## src/pkg/ccc_pkg.sv

```systemverilog
// Package holding the register map, field positions and reset values of the capture clock calibrator.
// Functional notes
// - Count every fast capture clock edge freely.
// - Count every system clock cycle in parallel.
// - Detect system count equal to calibration period.
// - On match, capture both counts, then clear.
// - Raise calibration interrupt after the capture.
`default_nettype none

package ccc_pkg;

    // Register bus geometry.
    localparam int ADDR_W = 8;
    localparam int DATA_W = 32;

    // Default counter width; each counter and capture register is this wide.
    localparam int CNT_W_DEF = 32;

    // Register byte offsets, one aligned word each.
    localparam logic [ADDR_W-1:0] OFS_PERIOD = 8'h00;
    localparam logic [ADDR_W-1:0] OFS_SYS_CAP = 8'h04;
    localparam logic [ADDR_W-1:0] OFS_FAST_CAP = 8'h08;
    localparam logic [ADDR_W-1:0] OFS_INT_STATUS = 8'h0c;
    localparam logic [ADDR_W-1:0] OFS_INT_MASK = 8'h10;
    localparam logic [ADDR_W-1:0] OFS_SYS_LIVE = 8'h14;
    localparam logic [ADDR_W-1:0] OFS_FAST_LIVE = 8'h18;

    // Interrupt status and mask field positions.
    localparam int INT_W = 2;
    localparam int BIT_CAL_DONE = 0;
    localparam int BIT_OVERRUN = 1;

    // Reset values.
    localparam logic [DATA_W-1:0] PERIOD_RST = 32'h0000_ffff;
    localparam logic [INT_W-1:0] INT_MASK_RST = 2'h0;

endpackage

`default_nettype wire

```

## src/verilog/ccc_calibrator.sv

```systemverilog
// Capture clock calibrator: two free-running counters, period match capture and interrupt.
//
// Added by the designer: the register addresses and the strobed register port.
`timescale 1ns/1ps
`default_nettype none

module ccc_calibrator
    import ccc_pkg::*;
#(
    parameter int CNT_W = CNT_W_DEF
) (
    input wire logic i_sys_clk,
    input wire logic i_resetn,
    input wire logic i_fast_capture_clock,
    input wire logic [ADDR_W-1:0] i_addr,
    input wire logic [DATA_W-1:0] i_wdata,
    input wire logic i_wr_stb,
    input wire logic i_rd_stb,
    output logic [DATA_W-1:0] o_rdata,
    output logic o_irq
);

    // Rising edge of the fast clock seen in the system domain.
    // The pin is sampled, so its rate must stay below half the system rate.
    logic fast_edge;

    // Free-running counters.
    logic [CNT_W-1:0] fast_cnt_r;
    logic [CNT_W-1:0] fast_cnt_nxt;
    logic [CNT_W-1:0] sys_cnt_r;
    logic [CNT_W-1:0] sys_cnt_nxt;

    // Captured counts and the programmed period.
    logic [CNT_W-1:0] sys_cap_r;
    logic [CNT_W-1:0] sys_cap_nxt;
    logic [CNT_W-1:0] fast_cap_r;
    logic [CNT_W-1:0] fast_cap_nxt;
    logic [CNT_W-1:0] period_r;
    logic [CNT_W-1:0] period_nxt;

    // Interrupt state.
    logic [INT_W-1:0] status_r;
    logic [INT_W-1:0] status_nxt;
    logic [INT_W-1:0] mask_r;
    logic [INT_W-1:0] mask_nxt;
    logic irq_r;
    logic irq_nxt;

    // Read data register.
    logic [DATA_W-1:0] rdata_r;
    logic [DATA_W-1:0] rdata_nxt;

    // Decoded strobes.
    logic period_hit;
    logic wr_period;
    logic wr_status;
    logic wr_mask;

    // The pin crosses into the system domain before any counting logic sees it.
    ccc_edge_sync u_edge_sync (
        .i_sys_clk(i_sys_clk),
        .i_resetn(i_resetn),
        .i_async(i_fast_capture_clock),
        .o_rise(fast_edge)
    );

    // Match and write decode.
    always_comb begin
        period_hit = (sys_cnt_r == period_r);
        wr_period = i_wr_stb && (i_addr == OFS_PERIOD);
        wr_status = i_wr_stb && (i_addr == OFS_INT_STATUS);
        wr_mask = i_wr_stb && (i_addr == OFS_INT_MASK);
    end

    // Counter and capture next values.
    always_comb begin
        fast_cnt_nxt = fast_cnt_r;
        sys_cnt_nxt = sys_cnt_r;
        sys_cap_nxt = sys_cap_r;
        fast_cap_nxt = fast_cap_r;
        if (period_hit) begin
            // Capture the counts as they stand, then restart the interval.
            sys_cap_nxt = sys_cnt_r;
            fast_cap_nxt = fast_cnt_r;
            sys_cnt_nxt = '0;
            // An edge landing in the match cycle opens the new interval, so it is not lost.
            fast_cnt_nxt = fast_edge ? CNT_W'(1) : '0;
        end else begin
            sys_cnt_nxt = sys_cnt_r + 1'b1;
            if (fast_edge) begin
                fast_cnt_nxt = fast_cnt_r + 1'b1;
            end
        end
    end

    // Register writes and interrupt next values.
    always_comb begin
        period_nxt = period_r;
        mask_nxt = mask_r;
        if (wr_period) begin
            period_nxt = i_wdata[CNT_W-1:0];
        end
        if (wr_mask) begin
            mask_nxt = i_wdata[INT_W-1:0];
        end
        // Writing one clears a bit; a set in the same cycle wins over the clear.
        status_nxt = status_r;
        if (wr_status) begin
            status_nxt = status_r & ~i_wdata[INT_W-1:0];
        end
        if (period_hit) begin
            status_nxt[BIT_CAL_DONE] = 1'b1;
            // A capture while the previous one is still unserviced overwrites it.
            status_nxt[BIT_OVERRUN] = status_r[BIT_CAL_DONE] | status_nxt[BIT_OVERRUN];
        end
        // Computed from next values so the output is a flop yet tracks the status.
        irq_nxt = |(status_nxt & mask_nxt);
    end

    // Read mux; data stand only in the cycle after the read strobe.
    always_comb begin
        rdata_nxt = '0;
        if (i_rd_stb) begin
            case (i_addr)
                OFS_PERIOD: rdata_nxt[CNT_W-1:0] = period_r;
                OFS_SYS_CAP: rdata_nxt[CNT_W-1:0] = sys_cap_r;
                OFS_FAST_CAP: rdata_nxt[CNT_W-1:0] = fast_cap_r;
                OFS_INT_STATUS: rdata_nxt[INT_W-1:0] = status_r;
                OFS_INT_MASK: rdata_nxt[INT_W-1:0] = mask_r;
                OFS_SYS_LIVE: rdata_nxt[CNT_W-1:0] = sys_cnt_r;
                OFS_FAST_LIVE: rdata_nxt[CNT_W-1:0] = fast_cnt_r;
                // Unmapped offsets read as zero.
                default: rdata_nxt = '0;
            endcase
        end
    end

    // State registers; every one clears to a constant.
    always_ff @(posedge i_sys_clk or negedge i_resetn) begin
        if (!i_resetn) begin
            fast_cnt_r <= '0;
            sys_cnt_r <= '0;
            sys_cap_r <= '0;
            fast_cap_r <= '0;
            period_r <= PERIOD_RST[CNT_W-1:0];
            status_r <= '0;
            mask_r <= INT_MASK_RST;
            irq_r <= 1'b0;
            rdata_r <= '0;
        end else begin
            fast_cnt_r <= fast_cnt_nxt;
            sys_cnt_r <= sys_cnt_nxt;
            sys_cap_r <= sys_cap_nxt;
            fast_cap_r <= fast_cap_nxt;
            period_r <= period_nxt;
            status_r <= status_nxt;
            mask_r <= mask_nxt;
            irq_r <= irq_nxt;
            rdata_r <= rdata_nxt;
        end
    end

    assign o_rdata = rdata_r;
    assign o_irq = irq_r;

    // Clear write of the done flag, used to qualify stickiness.
    logic clr_done;
    assign clr_done = wr_status && i_wdata[BIT_CAL_DONE];
endmodule

`default_nettype wire

```

## src/verilog/ccc_edge_sync.sv

```systemverilog
// Two-flop synchroniser with rising edge detector for the fast capture clock pin.
`timescale 1ns/1ps
`default_nettype none

module ccc_edge_sync (
    input wire logic i_sys_clk,
    input wire logic i_resetn,
    input wire logic i_async,
    output logic o_rise
);

    // Synchroniser chain; only meta2_r reads meta1_r.
    logic meta1_r;
    logic meta2_r;
    logic hist_r;
    logic rise_r;
    logic rise_nxt;

    // The detector looks at the second and third stages only, never the first.
    always_comb begin
        rise_nxt = meta2_r & ~hist_r;
    end

    // All stages clear to zero, so a high pin at release reads as one rising edge.
    always_ff @(posedge i_sys_clk or negedge i_resetn) begin
        if (!i_resetn) begin
            meta1_r <= 1'b0;
            meta2_r <= 1'b0;
            hist_r <= 1'b0;
            rise_r <= 1'b0;
        end else begin
            meta1_r <= i_async;
            meta2_r <= meta1_r;
            hist_r <= meta2_r;
            rise_r <= rise_nxt;
        end
    end

    assign o_rise = rise_r;

endmodule

`default_nettype wire
```

## config.mk

```make
export PLATFORM = sky130hd
export DESIGN_NAME = ccc_calibrator
export DESIGN_NICKNAME = d
export VERILOG_FILES = /design/src/pkg/ccc_pkg.sv /design/src/verilog/ccc_calibrator.sv /design/src/verilog/ccc_edge_sync.sv
export SDC_FILE = /design/constraint.sdc
export NUM_CORES = 1
export LEC_CHECK = 0
export ABC_AREA = 1
export BUFFER_PORTS_ARGS = -buffer_cell sky130_fd_sc_hd__buf_2
export CORE_ASPECT_RATIO = 1.5
export CORE_MARGIN = 2
export CORE_UTILIZATION = 50
export DETAILED_ROUTE_END_ITERATION = 10
export PLACE_DENSITY = 0.68
export SYNTH_ARGS = -nofsm -noshare
export SYNTH_HDL_FRONTEND = slang
export SYNTH_SLANG_ARGS = --single-unit
```

## constraint.sdc

```tcl
create_clock -name i_sys_clk -period 2.3 [get_ports i_sys_clk]
set_clock_uncertainty 0.2 [all_clocks]
set_input_delay 0 -clock i_sys_clk [delete_from_list [all_inputs] [get_ports i_sys_clk]]
set_output_delay 0 -clock i_sys_clk [all_outputs]
set_load 0.01 [all_outputs]
```

Word level (Yosys, flattened, before mapping)
Cells that the tools add are included.
{"block": "op_classes", "n_reduce_logical": 6, "n_mux": 10, "eq_ne": 7, "n_bitwise": 6, "n_addsub": 2}
{"cell": "30-bit one-hot mux with 5 select lines", "n": 1}
{"cell": "32-bit 2-to-1 mux", "n": 4}
{"cell": "32-bit by 1-bit adder with 32-bit output, second input constant", "n": 2}
{"cell": "32-bit equality test", "n": 1}
{"cell": "8-bit by 5-bit equality test with 1-bit output, second input constant", "n": 3}
{"cell": "8-bit by 4-bit equality test with 1-bit output, second input constant", "n": 2}
{"cell": "2-bit one-hot mux with 7 select lines", "n": 1}
{"cell": "8-bit by 3-bit equality test with 1-bit output, second input constant", "n": 1}
{"cell": "8-bit logical NOT", "n": 1}
{"cell": "2-bit 2-to-1 mux", "n": 3}
{"cell": "2-bit bitwise AND", "n": 2}
{"cell": "1-bit logical AND", "n": 3}
{"cell": "2-bit inverter", "n": 1}
{"cell": "2-bit nonzero test", "n": 1}
{"cell": "2-bit OR reduction", "n": 1}
{"cell": "1-bit bitwise AND", "n": 1}
{"cell": "1-bit 2-to-1 mux", "n": 1}
{"cell": "1-bit inverter", "n": 1}
{"cell": "1-bit bitwise OR", "n": 1}
{"block": "totals", "ff_bits": 201, "word_cells": 44, "output_inout_bits": 33}

Depth between registers and ports, before layout
{"block": "depth", "word_depth": 7, "depth_mapped": 13, "ltp_nobuf": 13}

Modules after synthesis
Synthesis repeated with hierarchy kept, for this count alone.
{"block": "hier_totals", "cells_unflattened": 1312, "hier_area_um2": 10138.5}
{"module": "ccc_calibrator", "cells_each": 1306, "instances": 1, "area_per_inst_um2": 10028.4, "seq_area_each_um2": 4949.7}
{"module": "ccc_edge_sync", "cells_each": 6, "instances": 1, "area_per_inst_um2": 110.1, "seq_area_each_um2": 100.1}

Worst setup path after synthesis
OpenSTA, ideal clock, no wires.
{"block": "synth_path", "path_kind": "register to register", "from": "register sys_cnt_r[0]", "to": "register sys_cnt_r[28]", "path_slack_ns": 0.469, "t_required_ns": 1.977, "synth_period_minus_slack_ns": 1.831, "t_arrival_ns": 1.508, "path_stages_with_launch": 11, "cell_sequence": "dfrtp_1 > ha_1 > nand2_1 > nor2_2 > nand2_2 > nor2_1 > inv_2 > nor2_2 > nand2_1 > nor3_1 > nor3_1"}
{"block": "synth_via", "elab_chain_cells": 2, "word_cells_on_any_way": 3}
{"element": "start, declared", "line": "ccc_calibrator.sv:30", "rtl": "logic [CNT_W-1:0] sys_cnt_r;"}
{"element": "start signal, assigned", "line": "ccc_calibrator.sv:152", "rtl": "sys_cnt_r <= sys_cnt_nxt;"}
{"element": "32-bit by 1-bit adder with 32-bit output / 32-bit equality test (equally long branches)", "line": "ccc_calibrator.sv:89, ccc_calibrator.sv:69"}
{"element": "32-bit 2-to-1 mux (*)", "line": "ccc_calibrator.sv:81", "rtl": "if (period_hit) begin"}
{"element": "net sys_cnt_nxt[28]", "line": "ccc_calibrator.sv:31", "rtl": "logic [CNT_W-1:0] sys_cnt_nxt;"}
The timed path passes the listed nets; every way through them passes the cells marked *.
A chain may end at the register's enable or synchronous reset.

Final worst setup path
{"block": "layout_path", "from": "register period_r[12]", "to": "register fast_cnt_r[15]"}
{"block": "layout_via", "elab_chain_cells": 2, "word_cells_on_any_way": 3}
{"element": "start, declared", "line": "ccc_calibrator.sv:38", "rtl": "logic [CNT_W-1:0] period_r;"}
{"element": "start signal, assigned", "line": "ccc_calibrator.sv:145", "rtl": "period_r <= PERIOD_RST[CNT_W-1:0];"}
{"element": "start signal, assigned", "line": "ccc_calibrator.sv:155", "rtl": "period_r <= period_nxt;"}
{"element": "32-bit equality test (*)", "line": "ccc_calibrator.sv:69", "rtl": "period_hit = (sys_cnt_r == period_r);"}
{"element": "32-bit 2-to-1 mux / 2-bit nonzero test (equally long branches)"}
{"element": "end signal, assigned", "line": "ccc_calibrator.sv:151", "rtl": "fast_cnt_r <= fast_cnt_nxt;"}
{"element": "end, declared", "line": "ccc_calibrator.sv:28", "rtl": "logic [CNT_W-1:0] fast_cnt_r;"}
Every way passes the cells marked *; elsewhere a longest branch is shown, timed or not.

==> impl_metrics.csv <==
group,metric,value,unit
finish,n_antenna_cell,0,
timing,worstMarginPinSlew,0.684,ns
grt,grt_pass1_vias,9317,
power_and_ir_drop,p_per_area,623,mW/mm2
timing,setup_violations,0,
setup_path,worst_r2r_path_depth,10,
drt,wl_per_cell,17.7,um
setup_path,critical_path_required,2.48,ns
setup_path,worst_path_largest_cell_delay,0.54,ns
finish,post-route-util,0.616,
drt,avgViaCountPerCell,5.37,
timing,slew_headroom,0.544,
setup_path,crit_buf_inv,2,
min_path,hp-class,"primary input to register",
synthesis,syn_nets,1374,
setup_path,critical_path_cell_count,10,
drt,first_pass_iters,5,
status,status,"finished, final reports clean",
setup_path,start_kind,"register",
synthesis,synth_area_per_cell,7.90,um2
timing,hold_viol,0,
setup_path,critPathCaptureType,"register",
setup_path,crit_family,"simple AND/OR/NAND/NOR gates",
placed_design,portBuffers,77,
placed_design,place.gp.congestion,0.919,
timing,setup-tns-final,0,ns
clock_tree,cts_root_buf,"clkbuf_16",
drt,wirelength,31000,um
clock_tree,cts_tree,"built",
synthesis,synth_cell_types,35,
finish,drive_above_1_share,0.192,
die,dieArea,0.0222,mm2
grt,grt_max_degree,65,
grt,gr-usage-all-layers,0.287,
finish,area_growth,20.4,%
min_path,holdPathStages,3,
timing,final_max_slew_viol_count,0,
clock_tree,path_clk_slew,0.06,ns
die,core,0.0205,mm2
power_and_ir_drop,p_leak,6.00,nW
setup_path,cp_common_cell,"nand2_1",
synthesis,netlist_instances,1327,
finish,layout_commonest_cell,"nand2_1",
setup_path,crit_slowest_cell,"dfstp_2",
setup_path,path_max_fanout,17,
setup_path,crit_type,"register to register",
power_and_ir_drop,vdd_drop_max,0.000628,V
synthesis,synth-seq-cells,201,
drt,drc,0,
clock_tree,clkLatencyLatePin,0.51,ns
placed_design,dp_hpwl,21800,um
die,die_x,122,um
timing,setup_ws,0.118,ns
drt,ant_nets,0,
die,die_h,181,um
timing,fin_crit_sh,0.949,
drt,first_iter_violations,625,
synthesis,synth_edf_count,0,
placed_design,pre_cts_ws,0.136,ns
grt,grt_pass1_wl,49600,um
synthesis,ys.warnings.count,0,
timing,clock.fmax,458,MHz
flow_run,maxCapViolCount,0,
finish,final_cell_mix,"nand2_1, dfrtp_1, nor2_1",
clock_tree,clockBufferDepth,3,
clock_tree,cts_htree_levels,1,
grt,antenna_found_initial,0,
synthesis,synth_area,0.0105,mm2
setup_path,critPathArrivalTime,2.36,ns
clock_tree,cts-buffers-inserted,22,
synthesis,synth_seq_area_share,0.482,
die,start_util,0.512,
die,ios,78,
grt,overflow,0,
synthesis,synth-async-reset-ratio,1.00,
clock_tree,clock_sinks,201,
synthesis,synth-main-ff-cell,"dfrtp_1",
drt,vias,9390,
setup_path,path_cells,"nand2_1 > nand2_1 > nand2_1 > nor2_2 > nand2_1 > nor2_1 > buf_4 > nand2_8 > buf_12 > and3_1",
finish,final_nets,1515,
timing,period_needed,2.18,ns
die,num_rows,64,
clock_tree,post_cts_buffers,0,
## area by class of cell
| type | count | area [um2] |
|---|---|---|
| well taps | 264 | 330 |
| clock buffers | 33 | 683 |
| fillers | 1862 | 7870 |
| inverters | 138 | 518 |
| repair buffers | 175 | 1360 |
| multi-input cells | 930 | 4610 |
| flip-flops and latches | 201 | 5050 |
| clock inverters | 6 | 80.1 |
## path summary, 6_finish.rpt
| check | slack (ns) | from | end |
|---|---|---|---|
| worst min-delay path | 0.07 | i_wdata[30] | period_r[30] |
| min in group asynchronous | 0.46 | i_resetn | period_r[12] |
| worst max register to register | 0.12 | period_r[12] | fast_cnt_r[15] |
| worst min register to register | 0.15 | u_edge_sync.meta1_r | u_edge_sync.meta2_r |
| max in group asynchronous | 1.03 | i_resetn | period_r[10] |
| worst max-delay path | 0.12 | period_r[12] | fast_cnt_r[15] |
## worst register-to-register path: cells and delay by family, from the launching register on
kind / cells / cell delay [ns]
buffers and inverters: 2 / 0.37
DFF: 1 / 0.54
and+or+nand+nor: 8 / 0.94
## cells in the mapped netlist (3+ instances only)
cell      instances  area share
nor4_1            4      0.0024
o22ai_1          32       0.019
clkbuf_2          4      0.0019
buf_6            14       0.015
o21ai_0          18      0.0086
a21oi_1          72       0.034
nand4_1          14      0.0084
dfrtp_1         185        0.44
nand2_2          14      0.0084
nand3_1          84       0.040
nor3b_1           3      0.0021
clkinv_1          3      0.0011
buf_2            12      0.0057
inv_2            17      0.0061
xnor2_1          13       0.011
inv_1           118       0.042
o21ai_2          46       0.038
dfstp_2          16       0.040
clkbuf_1         27      0.0097
nand2_1         326        0.12
o21ai_1          19      0.0091
nor3_1           51       0.024
nor2_1          175       0.063
xor2_1           29       0.024
nor2_2            7      0.0042
mux2_2           12       0.013
## metrics by stage
step	cells	hold slack (ns)	power, mW	area, um2
6_report	1747	0.0658	7.87	12600
5_1_grt	1747	0.0745	8.13	12600
4_1_cts	1747	0.0526	7.92	12600
3_5_place_dp	1660	-0.229	4.16	11400
3_3_place_gp	1660	-0.232	4.15	11400
2_1_floorplan	1327	-0.496	3.93	10500
## layer usage
layer | part of all wire | wire [um] | global-route usage
met2 | 0.51 | 15800 | 0.506
met5 | 0 | 0 | 0
met3 | 0.044 | 1360 | 0.0270
met1 | 0.40 | 12300 | 0.352
met4 | 0.048 | 1500 | 0.124
## where the power goes
part	internal [mW]	leakage (nW)	switching, mW	total, mW
sequential	3.62	2.66	0.0683	3.69
combinational	0.185	2.96	0.290	0.475
clock	2.27	0.381	1.44	3.71
## state kept, by name, indices dropped and copies added (netlist names)
signal and flops:
u_edge_sync.hist_r 1, period_r 32, u_edge_sync.o_rise 1, sys_cap_r 32, mask_r 2, o_rdata 32, status_r 2, u_edge_sync.meta2_r 1
fast_cnt_r 32, o_irq 1, sys_cnt_r 32, fast_cap_r 32, u_edge_sync.meta1_r 1
## kinds of logic (layout without fill, tap and decap cells)
group	after synthesis	count (layout)	synth area share
buffers and inverters	196	352	0.0824
AOI/OAI and AO/OA	190	190	0.111
and+or+nand+nor	684	684	0.274
xor gates and xnor gates	42	42	0.0351
muxes	12	12	0.0129
adders and majority gates	2	2	0.00239
DFF	201	201	0.482
## timing repair
action,CTS,global route
endpoints found under the hold margin,271,0
endpoints found under the setup margin,0,75
resized for setup,0,4
hold buffers,48,0
Note: power is estimated with default switching activity, not from simulation.
